--- src/shared/ewd_pkg.sv ---
// constants of the enhanced timeout supervisor
// assumes one system clock; the low-frequency oscillator arrives as a pin
package ewd_pkg;

   // ****************************************
   // clocking and timing
   // ****************************************
   localparam int SYS_CLOCK_MHZ = 250;
   localparam int OSC_FREQ_KHZ = 128;
   // timed change window in system clock cycles
   localparam logic [2:0] CHANGE_WINDOW_CYCLES = 3'h4;
   // shortest time-out in oscillator cycles, doubled per prescaler code step
   localparam logic [20:0] BASE_TIMEOUT_CYCLES = 21'h000800;
   localparam logic [3:0] PRESCALER_MAX_CODE = 4'h9;
   localparam int TIMEOUT_SHORTEST_MS = 16;
   localparam int TIMEOUT_LONGEST_MS = 8000;

   // ****************************************
   // register map
   // ****************************************
   localparam int ADDR_WIDTH = 4;
   localparam logic [3:0] SUPERVISOR_CONTROL_STATUS_OFFSET = 4'h0;
   localparam logic [3:0] RESET_CAUSE_STATUS_OFFSET = 4'h1;

   // control/status field positions
   localparam int IRQ_FLAG_BIT = 7;
   localparam int IRQ_ENABLE_BIT = 6;
   localparam int PSEL_HIGH_BIT = 5;
   localparam int CHANGE_ENABLE_BIT = 4;
   localparam int RESET_ENABLE_BIT = 3;
   localparam int PSEL_LOW_MSB = 2;
   // reset cause field position
   localparam int RESET_FLAG_BIT = 3;

   // reset values
   localparam logic [3:0] PSEL_RESET = 4'h0;
   localparam logic [7:0] READ_ZERO = 8'h00;

   // ****************************************
   // change window states
   // ****************************************
   typedef enum logic [0:0] {
      WIN_CLOSED = 1'b0,
      WIN_OPEN = 1'b1
   } ewd_window_t;

endpackage : ewd_pkg

--- src/core/ewd_timeout_supervisor.sv ---
// enhanced timeout supervisor: counter, mode logic, timed change window
// assumes a processor core on the same clock driving the register port,
// the restart request and the vector acknowledge; oscillator and fuse are pins
//
// The register offsets and the address-and-strobe port were chosen for this implementation.
`timescale 1ns/10ps

module ewd_timeout_supervisor (
   // clock and reset
   input wire logic clock,
   input wire logic reset,
   // register port
   input wire logic [ewd_pkg::ADDR_WIDTH-1:0] regAddr,
   input wire logic [7:0] regWriteData,
   input wire logic regWrite,
   input wire logic regRead,
   output logic [7:0] regReadData,
   // core events
   input wire logic restartReq,
   input wire logic vectorAck,
   // pins
   input wire logic oscClockPin,
   input wire logic alwaysOnFusePin,
   // outputs
   output logic timeoutIrq,
   output logic systemResetPulse
);

   // ****************************************
   // declarations
   // ****************************************
   logic oscSync1_reg;
   logic oscSync2_reg;
   logic oscPrev_reg;
   logic fuseSync1_reg;
   logic fuseSync2_reg;
   logic oscTick;
   logic alwaysOnFuse;
   logic [20:0] count_reg;
   logic [3:0] prescalerSelect_reg;
   logic resetEnableBit_reg;
   logic timeoutIrqEnableBit_reg;
   logic timeoutIrqFlag_reg;
   logic supervisorResetFlag_reg;
   logic [7:0] regReadData_reg;
   logic systemResetPulse_reg;
   ewd_pkg::ewd_window_t windowState_reg;
   logic [2:0] windowCount_reg;
   logic resetEnEff;
   logic irqEnEff;
   logic running;
   logic expiry;
   logic ctrlWrite;
   logic causeWrite;
   logic openWrite;
   logic changeWrite;
   logic [3:0] writtenPsel;
   logic expiryIrq;
   logic expiryReset;
   logic [7:0] ctrlReadValue;
   logic windowOpen;
   logic windowLastCycle;
   logic pselAccept;
   logic ctrlRead;
   logic causeRead;

   // ****************************************
   // local constants
   // ****************************************
   localparam logic [2:0] WINDOW_LAST = 3'h1;
   localparam logic [2:0] WINDOW_IDLE = 3'h0;
   localparam logic [2:0] WINDOW_STEP = 3'h1;
   localparam logic [20:0] COUNT_ZERO = 21'h0;
   localparam logic [20:0] COUNT_STEP = 21'h1;
   localparam int PSEL_TOP_BIT = 3;

   // ****************************************
   // helper functions
   // ****************************************
   function automatic logic [20:0] timeoutLimit(input logic [3:0] psel);
      timeoutLimit = ewd_pkg::BASE_TIMEOUT_CYCLES << psel;
   endfunction : timeoutLimit

   function automatic logic isControlAddr(input logic [ewd_pkg::ADDR_WIDTH-1:0] addr);
      isControlAddr = (addr == ewd_pkg::SUPERVISOR_CONTROL_STATUS_OFFSET);
   endfunction : isControlAddr

   function automatic logic isCauseAddr(input logic [ewd_pkg::ADDR_WIDTH-1:0] addr);
      isCauseAddr = (addr == ewd_pkg::RESET_CAUSE_STATUS_OFFSET);
   endfunction : isCauseAddr

   // reserved codes above the top code are refused
   function automatic logic pselSupported(input logic [3:0] psel);
      pselSupported = (psel <= ewd_pkg::PRESCALER_MAX_CODE);
   endfunction : pselSupported

   // ****************************************
   // pin synchronisers
   // ****************************************
   always_ff @(posedge clock) begin
      if (reset) begin
         oscSync1_reg <= 1'b0;
         oscSync2_reg <= 1'b0;
         oscPrev_reg <= 1'b0;
      end else begin
         oscSync1_reg <= oscClockPin;
         oscSync2_reg <= oscSync1_reg;
         oscPrev_reg <= oscSync2_reg;
      end
   end

   always_ff @(posedge clock) begin
      if (reset) begin
         fuseSync1_reg <= 1'b0;
         fuseSync2_reg <= 1'b0;
      end else begin
         fuseSync1_reg <= alwaysOnFusePin;
         fuseSync2_reg <= fuseSync1_reg;
      end
   end

   // one tick per oscillator rising edge
   assign oscTick = oscSync2_reg & ~oscPrev_reg;
   assign alwaysOnFuse = fuseSync2_reg;

   // ****************************************
   // effective mode
   // ****************************************
   // fuse overrides both stored enables; reset flag overrides only the stored reset enable
   assign resetEnEff = resetEnableBit_reg | supervisorResetFlag_reg | alwaysOnFuse;
   assign irqEnEff = timeoutIrqEnableBit_reg & ~alwaysOnFuse;
   assign running = resetEnEff | irqEnEff;

   // ****************************************
   // register decode
   // ****************************************
   always_comb begin
      ctrlWrite = 1'b0;
      causeWrite = 1'b0;
      if (regWrite && isControlAddr(regAddr)) begin
         ctrlWrite = 1'b1;
      end else if (regWrite && isCauseAddr(regAddr)) begin
         causeWrite = 1'b1;
      end
   end

   always_comb begin
      ctrlRead = 1'b0;
      causeRead = 1'b0;
      if (regRead && isControlAddr(regAddr)) begin
         ctrlRead = 1'b1;
      end else if (regRead && isCauseAddr(regAddr)) begin
         causeRead = 1'b1;
      end
   end

   // opening write sets change enable and reset enable together
   assign openWrite = ctrlWrite & regWriteData[ewd_pkg::CHANGE_ENABLE_BIT]
      & regWriteData[ewd_pkg::RESET_ENABLE_BIT];
   // second write, change enable clear, inside the window
   assign changeWrite = ctrlWrite & ~regWriteData[ewd_pkg::CHANGE_ENABLE_BIT]
      & windowOpen;
   assign writtenPsel = {regWriteData[ewd_pkg::PSEL_HIGH_BIT],
      regWriteData[ewd_pkg::PSEL_LOW_MSB:0]};

   // ****************************************
   // window status
   // ****************************************
   assign windowOpen = (windowState_reg == ewd_pkg::WIN_OPEN);
   assign windowLastCycle = (windowCount_reg == WINDOW_LAST);
   assign pselAccept = changeWrite && pselSupported(writtenPsel);

   // ****************************************
   // change window
   // ****************************************
   always_ff @(posedge clock) begin
      if (reset) begin
         windowState_reg <= ewd_pkg::WIN_CLOSED;
         windowCount_reg <= WINDOW_IDLE;
      end else begin
         case (windowState_reg)
            ewd_pkg::WIN_CLOSED: begin
               if (openWrite) begin
                  windowState_reg <= ewd_pkg::WIN_OPEN;
                  windowCount_reg <= ewd_pkg::CHANGE_WINDOW_CYCLES;
               end
            end
            ewd_pkg::WIN_OPEN: begin
               if (openWrite) begin
                  windowCount_reg <= ewd_pkg::CHANGE_WINDOW_CYCLES;
               end else if (changeWrite || windowLastCycle) begin
                  windowState_reg <= ewd_pkg::WIN_CLOSED;
                  windowCount_reg <= WINDOW_IDLE;
               end else begin
                  windowCount_reg <= windowCount_reg - WINDOW_STEP;
               end
            end
            default: begin
               windowState_reg <= ewd_pkg::WIN_CLOSED;
               windowCount_reg <= WINDOW_IDLE;
            end
         endcase
      end
   end

   // ****************************************
   // protected settings
   // ****************************************
   always_ff @(posedge clock) begin
      if (reset) begin
         resetEnableBit_reg <= 1'b0;
      end else if (ctrlWrite && regWriteData[ewd_pkg::RESET_ENABLE_BIT]) begin
         resetEnableBit_reg <= 1'b1;
      end else if (changeWrite && !supervisorResetFlag_reg) begin
         resetEnableBit_reg <= 1'b0;
      end
   end

   always_ff @(posedge clock) begin
      if (reset) begin
         prescalerSelect_reg <= ewd_pkg::PSEL_RESET;
      end else if (pselAccept) begin
         prescalerSelect_reg <= writtenPsel;
      end
   end

   // ****************************************
   // interrupt enable
   // ****************************************
   always_ff @(posedge clock) begin
      if (reset) begin
         timeoutIrqEnableBit_reg <= 1'b0;
      end else if (ctrlWrite) begin
         timeoutIrqEnableBit_reg <= regWriteData[ewd_pkg::IRQ_ENABLE_BIT];
      end else if (vectorAck && resetEnEff) begin
         timeoutIrqEnableBit_reg <= 1'b0;
      end
   end

   // ****************************************
   // counter
   // ****************************************
   assign expiry = running && oscTick
      && (count_reg == timeoutLimit(prescalerSelect_reg) - COUNT_STEP);

   always_ff @(posedge clock) begin
      if (reset) begin
         count_reg <= COUNT_ZERO;
      end else if (restartReq || !running || expiry) begin
         count_reg <= COUNT_ZERO;
      end else if (oscTick) begin
         count_reg <= count_reg + COUNT_STEP;
      end
   end

   // ****************************************
   // expiry actions
   // ****************************************
   // combined mode: first expiry interrupts, a pending one then resets
   assign expiryIrq = expiry && irqEnEff && !(resetEnEff && timeoutIrqFlag_reg);
   assign expiryReset = expiry && resetEnEff && !expiryIrq;

   always_ff @(posedge clock) begin
      if (reset) begin
         timeoutIrqFlag_reg <= 1'b0;
      end else if (expiryIrq) begin
         timeoutIrqFlag_reg <= 1'b1;
      end else if (vectorAck || (ctrlWrite && regWriteData[ewd_pkg::IRQ_FLAG_BIT])) begin
         timeoutIrqFlag_reg <= 1'b0;
      end
   end

   always_ff @(posedge clock) begin
      if (reset) begin
         systemResetPulse_reg <= 1'b0;
      end else begin
         systemResetPulse_reg <= expiryReset;
      end
   end

   // flag survives the system reset this block issues
   always_ff @(posedge clock) begin
      if (reset) begin
         supervisorResetFlag_reg <= 1'b0;
      end else if (expiryReset) begin
         supervisorResetFlag_reg <= 1'b1;
      end else if (causeWrite && !regWriteData[ewd_pkg::RESET_FLAG_BIT]) begin
         supervisorResetFlag_reg <= 1'b0;
      end
   end

   // ****************************************
   // read path
   // ****************************************
   always_comb begin
      ctrlReadValue = ewd_pkg::READ_ZERO;
      ctrlReadValue[ewd_pkg::IRQ_FLAG_BIT] = timeoutIrqFlag_reg;
      ctrlReadValue[ewd_pkg::IRQ_ENABLE_BIT] = irqEnEff;
      ctrlReadValue[ewd_pkg::PSEL_HIGH_BIT] = prescalerSelect_reg[PSEL_TOP_BIT];
      ctrlReadValue[ewd_pkg::CHANGE_ENABLE_BIT] = windowOpen;
      ctrlReadValue[ewd_pkg::RESET_ENABLE_BIT] = resetEnEff;
      ctrlReadValue[ewd_pkg::PSEL_LOW_MSB:0] = prescalerSelect_reg[2:0];
   end

   always_ff @(posedge clock) begin
      if (reset) begin
         regReadData_reg <= ewd_pkg::READ_ZERO;
      end else if (ctrlRead) begin
         regReadData_reg <= ctrlReadValue;
      end else if (causeRead) begin
         regReadData_reg <= ewd_pkg::READ_ZERO;
         regReadData_reg[ewd_pkg::RESET_FLAG_BIT] <= supervisorResetFlag_reg;
      end else begin
         regReadData_reg <= ewd_pkg::READ_ZERO;
      end
   end

   // ****************************************
   // outputs
   // ****************************************
   assign regReadData = regReadData_reg;
   // level request, usable as a wake source from sleep
   assign timeoutIrq = timeoutIrqFlag_reg & irqEnEff;
   assign systemResetPulse = systemResetPulse_reg;

endmodule : ewd_timeout_supervisor

--- config.mk ---
export PLATFORM = sky130hd
export DESIGN_NAME = ewd_timeout_supervisor
export DESIGN_NICKNAME = d
export VERILOG_FILES = /design/src/shared/ewd_pkg.sv /design/src/core/ewd_timeout_supervisor.sv
export SDC_FILE = /design/constraint.sdc
export NUM_CORES = 1
export LEC_CHECK = 0
export BUFFER_PORTS_ARGS = -buffer_cell sky130_fd_sc_hd__buf_2
export CORE_MARGIN = 1
export CORE_UTILIZATION = 57
export CTS_CLUSTER_DIAMETER = 100
export DETAILED_ROUTE_END_ITERATION = 16
export PLACE_DENSITY_LB_ADDON = 0.15
export RECOVER_POWER = 100
export SETUP_SLACK_MARGIN = 0.1
export SYNTH_ARGS = -nofsm -noshare
export SYNTH_HDL_FRONTEND = slang
export SYNTH_SLANG_ARGS = --single-unit
--- constraint.sdc ---
create_clock -name clock -period 3.6 [get_ports clock]
set_input_delay 0.36 -clock clock [delete_from_list [all_inputs] [get_ports clock]]
set_output_delay 0.36 -clock clock [all_outputs]
set_load 0.1 [all_outputs]
## Yosys cells after proc, flatten, opt, wreduce, memory -nomap -nowiden

Cells that the tools add are included.
Widths: inputs -> output; s select.

| operators by class | value |
|---|---|
| add/subtract/negate cells | 3 |
| order comparisons | 1 |
| eq/ne operators | 4 |
| shifts and indexed selects | 1 |
| mux-type cells | 24 |
| bitwise gates (word level) | 14 |
| reduce and logical (&&, ||, !) cells | 32 |

Operators with widths:

| operator | number |
|---|---|
| $add 21x1->21 const B | 1 |
| $eq 21x21->1 | 1 |
| $shl 12x4->21 const A | 1 |
| $sub 21x1->21 const B | 1 |
| $logic_and 1x1->1 | 17 |
| $mux 1 | 17 |
| $mux 3 | 3 |
| $mux 8 | 1 |
| $reduce_bool 2->1 | 4 |
| $and 1x1->1 | 7 |
| $pmux 3 s2 | 1 |
| $logic_not 1->1 | 5 |
| $eq 4x1->1 const B | 1 |
| $le 4x4->1 const B | 1 |
| $logic_not 4->1 | 1 |
| $logic_or 1x1->1 | 4 |
| $mux 4 | 1 |
| $not 1->1 | 4 |
| $eq 3x1->1 const B | 1 |
| $or 1x1->1 | 3 |
| $sub 3x1->3 const B | 1 |
| $ne 2x2->1 const B | 1 |
| $pmux 1 s2 | 1 |
| $reduce_or 2->1 | 1 |

| storage, ports and cells | value |
|---|---|
| bits in registers | 47 |
| input bits | 20 |
| output and inout port bits | 10 |
| word-level logic and storage cells | 94 |

## Depth between registers and ports, before layout

| logic depth | value |
|---|---|
| depth after elaboration | 10 |
| gate-level depth with buffers | 10 |
| gate-level depth less buffers | 7 |

## Least setup slack after synthesis

OpenSTA, ideal clock, no wires.

| path | value |
|---|---|
| kind | register to register |
| start | register prescalerSelect_reg[3] |
| end | register count_reg[11] |
| library setup time | 0.132 ns |
| arrival time | 3.154 ns |
| data required time | 3.468 ns |
| setup slack | 0.314 ns |
| stages on the path, launching flop included | 11 |
| buffers on the path | 3 |
| period minus slack after synthesis | 3.286 ns |
| path through | dfxtp_1 -> buf_2 -> clkbuf_1 -> or4b_2 -> ha_1 -> xnor2_1 -> or3_1 -> or4_4 -> a2111oi_4 -> buf_6 -> nor3_1 |

| between the ends | value |
|---|---|
| longest elaborated chain between the ends | 6 |

Ends and longest elaborated chain:

| element | RTL line | RTL |
|---|---|---|
| start, declared | ewd_timeout_supervisor.sv:40 | `logic [3:0] prescalerSelect_reg;` |
| start signal, assigned | ewd_timeout_supervisor.sv:221 | `prescalerSelect_reg <= ewd_pkg::PSEL_RESET;` |
| start signal, assigned | ewd_timeout_supervisor.sv:223 | `prescalerSelect_reg <= writtenPsel;` |
| $shl 12x4->21 | ewd_timeout_supervisor.sv:81 | `timeoutLimit = ewd_pkg::BASE_TIMEOUT_CYCLES << psel;` |
| $sub 21x1->21 | ewd_timeout_supervisor.sv:244 | `&& (count_reg == timeoutLimit(prescalerSelect_reg) - COUNT_STEP);` |
| $eq 21x21->1 | ewd_timeout_supervisor.sv:244 |  |
| $logic_and 1x1->1 | ewd_timeout_supervisor.sv:244 |  |
| $logic_or 1x1->1 | ewd_timeout_supervisor.sv:249 | `end else if (restartReq \|\| !running \|\| expiry) begin` |
| $reduce_or 2->1 (no line) | n/a |  |
| end signal, assigned | ewd_timeout_supervisor.sv:252 | `count_reg <= count_reg + COUNT_STEP;` |
| end, declared | ewd_timeout_supervisor.sv:39 | `logic [20:0] count_reg;` |

No other way between the ends.
A chain may end at the register's enable or synchronous reset.

## Worst setup path after layout

| path | value |
|---|---|
| start | register prescalerSelect_reg[2] |
| end | register count_reg[1] |

The elaborated chain is that of the path after synthesis.

==> impl_metrics.yaml <==
place:
  io_buffer_count: 29
  placed_cells: 331
  gp_congestion: 0.8526
  hpwl_um: 3299
power_and_ir_drop:
  intPower_mw: 0.6665
  peakVddDrop_mv: 0.2918
  swShare_pct: 20.57
  sequentialPowerShare_pct: 62.5
  p_total_mw: 0.8392
  powerDensity_nw_per_um2: 333.7
  pwr-share-clk_pct: 33.4
  switching_power_mw: 0.1727
  combPwrFrac_pct: 4.1
  cellLeakagePower_nw: 0.8654
min_path:
  holdCritPathClass: "in -> reg"
  min_path_cells: 2
  hold_end: "oscSync1_reg"
  hp-start: "oscClockPin"
floorplan:
  initial_core_util_pct: 61.21
  core_sq_um: 3771
  die_x_um: 65.64
  io_pins: 30
  die_area_sq_um: 4309
  num_rows: 22
  die_h_um: 65.64
critical_path:
  cpLargestDelayFamily: "simple AND/OR/NAND/NOR gates"
  crit_cells: 8
  worstSetupPathType: "reg -> reg"
  reg2reg_from: "prescalerSelect_reg[2]"
  reg2reg_setup_slack_ns: 0.39
  cp.arrival_ns: 3.34
  reg2reg_depth: 8
  end_kind: "flop"
  crit_fanout: 18
  required_ns: 3.73
  crit_chain: "or4b_2 > ha_1 > xnor2_1 > or3_1 > or4_1 > a2111oi_4 > buf_4 > nor3_1"
  cp_slowest_cell: "or4b_2"
  r2r_end: "count_reg[1]"
  cp-start-kind: "flop"
  cp_num_buf_inv: 1
  max_stage_delay_ns: 0.69
sta:
  finalHoldViolCount: 0
  slew_headroom_pct: 22.19
  period_share_pct: 89.17
  rsz0062_at_grt: "no"
  skew_ns: 0.006916
  finalSetupViolCount: 0
  fin_crit_ns: 3.210
  max_freq_ghz: 0.3115
  setup_tns_ns: 0
  worst_pin_slew_ns: 1.172
  hold_ws_ns: 0.2876
  drv_slew: 0
global_route:
  grt_pass1_wl_um: 7652
  grt_pass1_vias: 1725
  antenna_found_initial: 0
  groute.usage.overall_pct: 22.76
  overflow: 0
  grt_max_degree: 22
final_layout:
  fin_nets: 314
  syn_to_final_growth_pct: 8.943
  n_antenna_cell: 0
  layout-drive-gt1-share_pct: 11.07
  stdcell_count: 337
  post-route-util_pct: 66.69
  largest_reg_flops: 21
clock_tree:
  clk_latency_ns: 0.29
  cts_max_level: 2
  clkSlewWorstSetupHoldPaths_ns: 0.07
  clk_path_buf_depth: 2
  postCtsSetupBuffers: 0
  cts-resized-gates: 0
  cts_tree: "yes"
  cts_made_buffers: 5
  root_buffer: "clkbuf_8"
  cts_sinks: 47
  ctsHoldBuffers: 0
drt:
  drc: 0
  routedWlPerCell_um: 13.24
  vias: 1916
  via_per_inst: 5.685
  antenna_left: 0
  drt_pre_antenna_iters: 4
  drtIter0Drc: 125
  drt_wl_total_um: 4462
logic_synthesis:
  synth_area_sq_um: 2308
  synthSimpleGateAreaFrac_pct: 28.35
  syn_nets: 287
  synth_top_family_by_area: "simple AND/OR/NAND/NOR gates"
  synth_edf_count: 0
  ys_async_sr_fraction_pct: 0
  yosysWarnings: 0
  ys_types: 46
  synth_xor_xnor_area_share_pct: 9.485
  synth_compound_area_share_pct: 12.68
  synthFlopType: "dfxtp_1"
  synth.avg_cell_area_sq_um: 8.777
  synthMuxAreaShare_pct: 2.276
  syn_inst: 263
  ys_seq_elements: 47
  yosysSeqAreaShare_pct: 40.76
  synthAdderAreaFrac_pct: 2.168
run_status:
  status: "finished, final reports clean"
run:
  drv_cap: 0
[final cells by class]
type / count / area [sq um]
clock buffer: 6 / 72.57
inverter: 9 / 33.78
timing repair buffer: 33 / 157.7
sequential: 47 / 940.9
fill: 325 / 1256
multi-input combinational: 194 / 1250
tap: 48 / 60.06
[Yosys cell counts (4+ instances only)]
cell type | n | area, sq um
a21oi_1 | 11 | 55.05
and2_1 | 8 | 50.05
clkbuf_1 | 10 | 37.54
dfxtp_1 | 47 | 940.9
ha_1 | 4 | 50.05
inv_1 | 9 | 33.78
nand2_1 | 14 | 52.55
nand3_1 | 8 | 40.04
nand4_1 | 4 | 25.02
nor2_1 | 23 | 86.33
nor2b_1 | 7 | 43.79
nor3_1 | 31 | 155.2
o21ai_0 | 9 | 45.04
or3_1 | 4 | 25.02
xnor2_1 | 15 | 131.4
xor2_1 | 10 | 87.58
[per-layer routing]
layer	GRT usage (%)	up-vias	share of wire [%]	routed length [um]
li1	-	989	-	-
met1	30.68	896	49	2170
met2	37.12	29	48	2151
met3	4.688	2	2.8	127
met4	4.891	0	0.31	14
met5	0	-	0	0
[worst max path at each step]
stage / from / end / slack [ns]
3_3_place_gp: prescalerSelect_reg[2] / timeoutIrqFlag_reg / 0.51
2_1_floorplan: prescalerSelect_reg[3] / count_reg[11] / 0.31
4_1_cts: prescalerSelect_reg[2] / timeoutIrqFlag_reg / 0.44
5_1_grt: prescalerSelect_reg[2] / count_reg[17] / 0.24
6_report: prescalerSelect_reg[2] / count_reg[1] / 0.39
3_5_place_dp: prescalerSelect_reg[2] / timeoutIrqFlag_reg / 0.46
[cell families after synthesis]
family                   Yosys count
AND/OR/NAND/NOR                  118
flip-flops                        47
AO/OA/AOI/OAI                     42
XOR/XNOR                          25
buffers and inverters             22
multiplexers                       5
adder cells (fa/ha/maj)            4
[cell usage in the layout (no fill, tap or decap), types with 3 or more instances in the layout]
cell type / instances
and2_0: 4
a21oi_1: 11
xor2_1: 10
nand4_1: 4
nand3_1: 8
nor2b_1: 7
a2111oi_0: 3
buf_2: 18
mux2i_1: 3
buf_4: 3
or3_1: 4
clkbuf_8: 5
inv_1: 9
clkbuf_1: 13
nor2_1: 23
nor3_1: 31
xnor2_1: 15
dfxtp_1: 47
nand2_1: 14
and4_1: 3
nor4b_1: 4
ha_1: 4
o21ai_0: 9
and2_1: 4
[through the flow]
stage                     setup WS, ns  area (sq um)
after floorplan                 0.3140          2308
after global placement          0.5088          2479
after detailed placement        0.4559          2479
after CTS                       0.4432          2551
after global routing            0.2351          2515
final                           0.3897          2515
[power groups by stage]
| stage | sequential, mW | clock, mW | combinational [mW] |
|---|---|---|---|
| final | 0.525 | 0.281 | 0.0340 |
| after global routing | 0.525 | 0.314 | 0.0378 |
| after CTS | 0.524 | 0.289 | 0.0355 |
| after detailed placement | 0.537 | 0 | 0.0354 |
| after global placement | 0.537 | 0 | 0.0350 |
| after floorplan | 0.536 | 0 | 0.0182 |
Note: power is estimated with default switching activity, not from simulation.
